===== src/rtl/ccr_pkg.sv =====
/*
  Constants, field layouts and carrier types shared by the charge current
  configuration register block and its current decoder.
  Assumes an 8-bit register address space reached through a byte-wide
  access port that is fed by the serial management front end.
*/
package ccr_pkg;

  localparam int ADDR_W = 8;
  localparam int DATA_W = 8;
  localparam int MA_W   = 12;

  typedef logic [ADDR_W-1:0] ccr_addr_t;
  typedef logic [DATA_W-1:0] ccr_data_t;
  typedef logic [MA_W-1:0]   ccr_ma_t;

  // register indices in the bank
  localparam ccr_addr_t POWER_ON_CFG_ADDR = 8'h01;
  localparam ccr_addr_t FAST_CHG_ADDR     = 8'h02;
  localparam ccr_addr_t PRE_TERM_ADDR     = 8'h03;

  // register-reset control bit in the power-on configuration register
  localparam int REG_RESET_BIT = 7;

  // fast charge current register layout
  localparam int FAST_RSVD_BIT = 7;
  localparam int FAST_CODE_MSB = 6;
  localparam int FAST_CODE_LSB = 2;
  localparam int COLD_SEL_BIT  = 1;
  localparam int OVERRIDE_BIT  = 0;
  localparam int FAST_CODE_W   = FAST_CODE_MSB - FAST_CODE_LSB + 1;

  // pre-charge / termination register layout
  localparam int PRE_CODE_MSB  = 7;
  localparam int PRE_CODE_LSB  = 4;
  localparam int PT_RSVD_BIT   = 3;
  localparam int TERM_CODE_MSB = 2;
  localparam int TERM_CODE_LSB = 0;
  localparam int PRE_CODE_W    = PRE_CODE_MSB - PRE_CODE_LSB + 1;
  localparam int TERM_CODE_W   = TERM_CODE_MSB - TERM_CODE_LSB + 1;

  // reset values
  localparam logic [FAST_CODE_W-1:0] FAST_CODE_RST = 5'h18;
  localparam logic                   COLD_SEL_RST  = 1'b0;
  localparam logic                   OVERRIDE_RST  = 1'b0;
  localparam logic [PRE_CODE_W-1:0]  PRE_CODE_RST  = 4'h1;
  localparam logic [TERM_CODE_W-1:0] TERM_CODE_RST = 3'h1;
  localparam ccr_data_t              PRE_TERM_RST  = 8'h11;

  // decode figures in mA
  localparam ccr_ma_t FAST_BASE_MA = 12'h200;  // 512
  localparam ccr_ma_t FAST_STEP_MA = 12'h040;  // 64
  localparam ccr_ma_t FAST_MAX_MA  = 12'h800;  // 2048
  localparam ccr_ma_t PRE_STEP_MA  = 12'h080;  // 128
  localparam ccr_ma_t PRE_MIN_MA   = 12'h080;  // 128
  localparam logic [PRE_CODE_W-1:0] PRE_LINEAR_LAST = 4'h4;
  localparam ccr_ma_t TERM_BASE_MA = 12'h080;  // 128
  localparam ccr_ma_t TERM_STEP_MA = 12'h080;  // 128

  // reduced current override scaling
  localparam int FAST_PCT_NUM = 20;
  localparam int PCT_DEN      = 100;
  localparam int PRE_SHIFT    = 1;             // half

  typedef struct packed {
    logic [FAST_CODE_W-1:0] fast_charge_current_code;
    logic                   cold_threshold_high;
    logic                   reduced_current_override;
    logic [PRE_CODE_W-1:0]  precharge_current_code;
    logic [TERM_CODE_W-1:0] termination_current_code;
  } ccr_cfg_s;

  typedef struct packed {
    ccr_ma_t fast_charge_ma;
    ccr_ma_t precharge_current_setting;
    ccr_ma_t termination_ma;
  } ccr_setting_s;

endpackage : ccr_pkg


===== src/rtl/ccr_current_decode.sv =====
/*
  Turns stored current codes into milliamp settings for the analogue loops,
  with the reduced-current override applied.
  Assumes its inputs come from flops on the same clock; output is registered
  in the parent.
*/
`timescale 1ns/1ps
module ccr_current_decode
  import ccr_pkg::*;
(
  input  wire ccr_cfg_s     cfg_i,
  output ccr_setting_s      setting_o
);

  function automatic ccr_ma_t fast_ma(input logic [FAST_CODE_W-1:0] code);
    fast_ma = FAST_BASE_MA + FAST_STEP_MA * ccr_ma_t'(code);
  endfunction

  function automatic ccr_ma_t pre_ma(input logic [PRE_CODE_W-1:0] code);
    if (code <= PRE_LINEAR_LAST) begin
      pre_ma = (code == '0) ? PRE_MIN_MA : PRE_STEP_MA * ccr_ma_t'(code);
    end else begin
      // above the last linear code the step skips one code's worth
      pre_ma = PRE_STEP_MA * (ccr_ma_t'(code) + ccr_ma_t'(1));
    end
  endfunction

  function automatic ccr_ma_t term_ma(input logic [TERM_CODE_W-1:0] code);
    term_ma = TERM_BASE_MA + TERM_STEP_MA * ccr_ma_t'(code);
  endfunction

  wire ccr_ma_t fast_prog;
  wire ccr_ma_t pre_prog;
  wire ccr_ma_t term_prog;
  wire ccr_ma_t fast_reduced;
  wire ccr_ma_t pre_reduced;
  wire [MA_W+7:0] fast_scaled;

  assign fast_prog = fast_ma(cfg_i.fast_charge_current_code);
  assign pre_prog  = pre_ma(cfg_i.precharge_current_code);
  assign term_prog = term_ma(cfg_i.termination_current_code);

  // integer scaling truncates toward zero, under a step of error
  assign fast_scaled  = ((MA_W+8)'(fast_prog) * (MA_W+8)'(FAST_PCT_NUM))
                        / (MA_W+8)'(PCT_DEN);
  assign fast_reduced = fast_scaled[MA_W-1:0];
  assign pre_reduced  = pre_prog >> PRE_SHIFT;

  assign setting_o.fast_charge_ma = cfg_i.reduced_current_override ?
                                    fast_reduced : fast_prog;
  assign setting_o.precharge_current_setting =
    cfg_i.reduced_current_override ? pre_reduced : pre_prog;
  assign setting_o.termination_ma = term_prog;

endmodule // ccr_current_decode


===== src/rtl/ccr_charge_current_regs.sv =====
/*
  Fast charge and pre-charge/termination current configuration registers,
  with read-back and decoded settings for the charge control loops.
  Assumes a byte-wide access port driven on sys_clk_i by the serial
  management front end, one access per cycle at most.
*/
`timescale 1ns/1ps
// Summary of operation
// - The top bit of the fast charge register is reserved, held at zero, read as zero, and the host writes only zero there.
// - The fast charge code means 512 mA plus 1024, 512, 256, 128 and 64 mA weights from top to bottom bit.
// - After reset the fast charge code is the 2048 mA code, ones in its two top bits.
// - The cold select bit picks the low (zero, default) or high (one) boost cold threshold.
// - With the override bit set the loops get a fifth of the fast current and half of the pre-charge current.
// - Pre-charge codes 0 and 1 give 128 mA, codes 2 to 4 give 128 mA per step, and from code 5 at 768 mA each code adds 128 mA.
// - After reset the pre-charge code is 0001, 128 mA.
// - The termination code means 128 mA plus 512, 256 and 128 mA weights.
// - After reset the termination code is 001, 256 mA.
// - The pre-charge/termination register resets to 0x11 and its bit 3 is reserved at zero.
// - Writing one to the register-reset bit restores both registers to default, writing zero does nothing.
module ccr_charge_current_regs
  import ccr_pkg::*;
(
  input  wire logic      sys_clk_i,
  input  wire logic      rst_n_i,
  input  wire logic      wr_en_i,
  input  wire logic      rd_en_i,
  input  wire ccr_addr_t addr_i,
  input  wire ccr_data_t wdata_i,
  output ccr_data_t      rdata_o,
  output logic           rvalid_o,
  output logic           rhit_o,
  output logic           cold_threshold_high_o,
  output logic           reduced_current_override_o,
  output ccr_setting_s   setting_o,
  output logic           fast_code_unsupported_o
);

  ccr_cfg_s     cfg;
  ccr_cfg_s     next_cfg;
  ccr_setting_s setting;

  wire logic      wr_fast;
  wire logic      wr_pre_term;
  wire logic      reg_reset_cmd;
  wire logic      rd_fast;
  wire logic      rd_pre_term;
  wire ccr_data_t fast_view;
  wire ccr_data_t pre_term_view;
  wire ccr_data_t next_rdata;
  wire ccr_setting_s decoded;
  wire ccr_ma_t   fast_prog_ma;

  // access decode
  assign wr_fast       = wr_en_i && (addr_i == FAST_CHG_ADDR);
  assign wr_pre_term   = wr_en_i && (addr_i == PRE_TERM_ADDR);
  // the register-reset bit lives in the power-on register; only a write of
  // one there matters to this bank
  assign reg_reset_cmd = wr_en_i && (addr_i == POWER_ON_CFG_ADDR) &&
                         wdata_i[REG_RESET_BIT];
  assign rd_fast       = rd_en_i && (addr_i == FAST_CHG_ADDR);
  assign rd_pre_term   = rd_en_i && (addr_i == PRE_TERM_ADDR);

  // next state of the stored fields
  always_comb begin
    next_cfg = cfg;
    if (reg_reset_cmd) begin
      next_cfg.fast_charge_current_code = FAST_CODE_RST;
      next_cfg.cold_threshold_high      = COLD_SEL_RST;
      next_cfg.reduced_current_override = OVERRIDE_RST;
      next_cfg.precharge_current_code   = PRE_CODE_RST;
      next_cfg.termination_current_code = TERM_CODE_RST;
    end else begin
      if (wr_fast) begin
        // the reserved top bit is dropped, not stored
        next_cfg.fast_charge_current_code =
          wdata_i[FAST_CODE_MSB:FAST_CODE_LSB];
        next_cfg.cold_threshold_high      = wdata_i[COLD_SEL_BIT];
        next_cfg.reduced_current_override = wdata_i[OVERRIDE_BIT];
      end
      if (wr_pre_term) begin
        next_cfg.precharge_current_code =
          wdata_i[PRE_CODE_MSB:PRE_CODE_LSB];
        next_cfg.termination_current_code =
          wdata_i[TERM_CODE_MSB:TERM_CODE_LSB];
      end
    end
  end

  always_ff @(posedge sys_clk_i or negedge rst_n_i) begin
    if (!rst_n_i) begin
      cfg.fast_charge_current_code <= FAST_CODE_RST;
      cfg.cold_threshold_high      <= COLD_SEL_RST;
      cfg.reduced_current_override <= OVERRIDE_RST;
      cfg.precharge_current_code   <= PRE_CODE_RST;
      cfg.termination_current_code <= TERM_CODE_RST;
    end else begin
      cfg <= next_cfg;
    end
  end

  // register images; reserved positions are constant zero
  assign fast_view = {1'b0,
                      cfg.fast_charge_current_code,
                      cfg.cold_threshold_high,
                      cfg.reduced_current_override};
  assign pre_term_view = {cfg.precharge_current_code,
                          1'b0,
                          cfg.termination_current_code};

  assign next_rdata = rd_fast     ? fast_view :
                      rd_pre_term ? pre_term_view : '0;

  // read data comes one cycle after the request; unmapped reads give zero
  always_ff @(posedge sys_clk_i or negedge rst_n_i) begin
    if (!rst_n_i) begin
      rdata_o  <= '0;
      rvalid_o <= 1'b0;
      rhit_o   <= 1'b0;
    end else begin
      rdata_o  <= next_rdata;
      rvalid_o <= rd_en_i;
      rhit_o   <= rd_fast || rd_pre_term;
    end
  end

  ccr_current_decode u_decode (
    .cfg_i     (cfg),
    .setting_o (decoded)
  );

  // unscaled fast current, for flagging unsupported codes
  assign fast_prog_ma = FAST_BASE_MA +
                        FAST_STEP_MA * ccr_ma_t'(cfg.fast_charge_current_code);

  // settings are registered so the analogue side sees no decode glitches
  always_ff @(posedge sys_clk_i or negedge rst_n_i) begin
    if (!rst_n_i) begin
      setting.fast_charge_ma            <= FAST_MAX_MA;
      setting.precharge_current_setting <= PRE_MIN_MA;
      setting.termination_ma            <= TERM_BASE_MA + TERM_STEP_MA;
      cold_threshold_high_o             <= COLD_SEL_RST;
      reduced_current_override_o        <= OVERRIDE_RST;
      fast_code_unsupported_o           <= 1'b0;
    end else begin
      setting                    <= decoded;
      cold_threshold_high_o      <= cfg.cold_threshold_high;
      reduced_current_override_o <= cfg.reduced_current_override;
      // codes past 2048 mA are stored as written but flagged
      fast_code_unsupported_o    <= (fast_prog_ma > FAST_MAX_MA);
    end
  end

  assign setting_o = setting;

endmodule // ccr_charge_current_regs


===== config.mk =====
export PLATFORM = sky130hd
export DESIGN_NAME = ccr_charge_current_regs
export DESIGN_NICKNAME = d
export VERILOG_FILES = /design/src/rtl/ccr_pkg.sv /design/src/rtl/ccr_current_decode.sv /design/src/rtl/ccr_charge_current_regs.sv
export SDC_FILE = /design/constraint.sdc
export NUM_CORES = 1
export LEC_CHECK = 0
export ABC_CLOCK_PERIOD_IN_PS = 9800
export BUFFER_PORTS_ARGS = -buffer_cell sky130_fd_sc_hd__buf_2
export CAP_MARGIN = 0
export CORE_MARGIN = 1
export CORE_UTILIZATION = 45
export CTS_BUF_LIST = sky130_fd_sc_hd__clkbuf_8
export CTS_CLUSTER_DIAMETER = 40
export DETAILED_ROUTE_END_ITERATION = 7
export PLACE_DENSITY = 0.74
export SYNTH_ARGS = -nofsm -noshare
export SYNTH_HDL_FRONTEND = slang
export SYNTH_SLANG_ARGS = --single-unit
export TNS_END_PERCENT = 50

===== constraint.sdc =====
create_clock -name sys_clk_i -period 9.8 [get_ports sys_clk_i]
set_input_delay 0.49 -clock sys_clk_i [delete_from_list [all_inputs] [get_ports sys_clk_i]]
set_output_delay 0.49 -clock sys_clk_i [all_outputs]
set_load 0.01 [all_outputs]

==> out/qor.yml <==
layout:
  fin_cells: 797
  fin_nets: 692
  nFillCells: 941
  layout-drive-gt1-share_pct: 29.68
  num_antenna_cells: 0
  design_area_um2: 5889
  area_growth_pct: 17.47
clock_network:
  numCtsBuffers: 5
  cts_tree: "built"
  ctsHoldBuffers: 0
  clk_latency_ns: 0.30
  clkTransAtPathRegs_ns: 0.09
  cts.sinks: 49
  ctsHtreeMaxLevel: 2
  cts_root_buf: "clkbuf_8"
  clk_path_buf_depth: 2
route:
  routedWlPerCell_um: 17.38
  vias: 5081
  ant_nets: 0
  viasPerCell: 6.375
  wl_met3_um: 810
  dr.pass1.iters: 5
  drt_iter0_markers: 430
  highest_layer: "met4"
  m1WireLength_um: 5974
  wl_um: 13850
  drc: 0
  wl_met2_um: 6727
setup_path:
  crit_slowest_cell: "dfstp_2"
  cp_max_fo: 11
  crit_top_cell: "ha_1"
  end_kind: "register"
  critPathKind: "register to register"
  start_kind: "register"
  cp.required_ns: 10.03
  slowest_delay_ns: 0.57
  crit_arrival_ns: 9.63
yosys:
  ys_seq_area_share_pct: 24.63
  synthFlopType: "dfrtp_1"
  avgSynthCellArea_um2: 8.455
  synth-edff-count: 0
  synth-seq-cells: 49
  async_flop_share_pct: 100.0
  syn_inst: 593
  syn-cell-area_um2: 5014
  yosys_warnings: 0
  synthDistinctLibCells: 97
global_routing:
  grt_max_degree: 50
  grt_overflow: 0
  antenna_found_initial: 0
  first_global_vias: 4607
  grt_pass1_wl_um: 21780
  grtUsageTotal_pct: 22.78
floorplanning:
  core_um2: 10840
  fp-row-count: 38
  die_x_um: 107.6
  top_level_ports: 69
  initial_core_util_pct: 46.25
  die_h_um: 107.6
  dieArea_um2: 11570
run_status:
  status: "completed"
sta:
  drv_slew: 0
  fin_crit_sh_pct: 95.91
  slew_headroom_pct: 30.71
  skew_ns: 0.005180
  worst_pin_slew_ns: 1.039
  fmax_mhz: 106.4
  hold_slack_ns: 0.3138
  hold_violations: 0
  setup_viol: 0
  finalCriticalPeriod_ns: 9.399
place:
  dp_cells: 778
  port_buffers: 54
  dpl.hpwl_um: 10130
  place_congestion: 0.9368
  post_dp_cell_area_um2: 5380
run:
  maxCapViolations: 0
hold_path:
  hold_path_class: "primary input to register"
[worst max-delay path, delay by kind of cell (launching register included)]
kind	cells	cell delay [ns]
compound gates	17	4.21
xor+xnor	1	0.11
mux	2	0.54
simple gates	9	2.01
fa+ha+maj	5	1.41
flops	1	0.57
buf+inv	5	0.48
[final cells by class]
type / count / area (µm²) / share of cell area, %
inverter: 26 / 97.59 / 1.657
clock buffer: 6 / 82.58 / 1.402
tap: 140 / 175.2 / 2.974
clock inverter: 2 / 37.54 / 0.6373
multi-input combinational: 494 / 3796 / 64.46
sequential: 49 / 1235 / 20.97
timing repair buffer: 80 / 465.4 / 7.903
[flip-flops by register name, summed over array words and instances, names as in the netlist]
name	count
fast_code_unsupported_o	1
rvalid_o	1
setting_o	22
reduced_current_override_o	1
rhit_o	1
cold_threshold_high_o	1
rdata_o	8
cfg	14
[synthesized netlist by cell type, drive strengths merged, types with 3 or more instances]
cell / count / share of area [%]
xor2: 5 / 0.87
or4: 4 / 0.67
a2111oi: 6 / 1.5
a211o: 7 / 1.2
xnor2: 5 / 0.87
a311oi: 4 / 0.95
a211oi: 13 / 2.8
inv: 26 / 1.9
a31oi: 15 / 2.2
buf: 28 / 4.1
o211a: 3 / 0.60
or3: 5 / 0.72
ha: 15 / 3.7
o311a: 3 / 0.60
dfrtp: 42 / 21
a21o: 9 / 1.3
nand3: 24 / 2.4
mux2i: 29 / 5.8
o211ai: 12 / 1.9
o21a: 9 / 1.3
o21ai: 36 / 4.3
dfstp: 7 / 3.7
or4b: 3 / 0.67
nand2: 32 / 2.4
nor2: 59 / 4.6
a21oi: 38 / 4.5
nor2b: 7 / 1.0
nor4: 11 / 1.5
mux2: 5 / 1.2
nor3: 17 / 1.9
and2: 12 / 1.5
nand2b: 6 / 0.75
or2: 13 / 1.7
a31o: 4 / 0.70
nand4: 4 / 0.50
o22ai: 10 / 1.4
and3: 8 / 1.0
clkbuf: 9 / 0.67
o31ai: 12 / 2.5
[logic make-up (layout without fill, tap and decap cells)]
group	after synthesis	in the layout	share of synthesized area, %
mux	34	34	6.988
fa+ha+maj	16	16	4.143
other cells	1	14	0.07480
simple gates	214	214	23.03
xor+xnor	10	10	1.747
flops	49	49	24.63
compound gates	206	206	32.64
buf+inv	63	114	6.738
[metrics by stage]
stage           TNS, ns  worst slack [ns]  util, %
5_1_grt        -0.02989          -0.02989    54.33
3_3_place_gp          0            0.1947    49.63
3_5_place_dp   -0.07275          -0.07275    49.63
6_report              0            0.4006    54.33
2_1_floorplan         0            0.2824        -
4_1_cts               0           0.01082    50.99
[worst paths after layout]
check | startpoint | endpoint | slack, ns | cells after the start
hold reg to reg | cfg[8]$_DFFE_PN0P_ | cold_threshold_high_o$_DFF_PN0_ | 0.41 | 0
setup reg to reg | cfg[13]$_DFFE_PN1P_ | setting_o[24]$_DFF_PN0_ | 0.40 | 39
max in group asynchronous | rst_n_i | rhit_o$_DFF_PN0_ | 8.80 | 1
setup / recovery | cfg[13]$_DFFE_PN1P_ | setting_o[24]$_DFF_PN0_ | 0.40 | 39
hold / removal | rd_en_i | rvalid_o$_DFF_PN0_ | 0.31 | 1
min in group asynchronous | rst_n_i | cfg[1]$_DFFE_PN0P_ | 0.37 | 1
[routing by layer]
metal | vias up | global-route usage, %
met5 | - | 0
met4 | 0 | 7.241
met2 | 243 | 38.42
met3 | 34 | 2.300
met1 | 2438 | 30.43
li1 | 2366 | -
[layout by cell type, fill, tap and decap left out, drive strengths merged, types with 10 or more instances in the layout]
master	Yosys	final
nor2	59	59
mux2i	29	29
a21oi	38	38
buf	28	80
o211ai	12	12
or2	13	13
o22ai	10	10
o31ai	12	12
nor4	11	11
inv	26	26
and2	12	12
nand3	24	24
a31oi	15	15
nand2	32	32
dfrtp	42	42
ha	15	15
conb	1	14
nor3	17	17
a211oi	13	13
o21ai	36	36
[timing repair]
action                     in CTS  in global routing
gates resized for setup         2                 52
gates cloned                    0                  0
setup endpoints to repair       1                  3
buffers inserted                1                 10
pin swaps                       1                 13
Power is left out: the tool's default activity adds up to more than one toggle a clock period on the data nets, which glitch-free logic cannot reach.
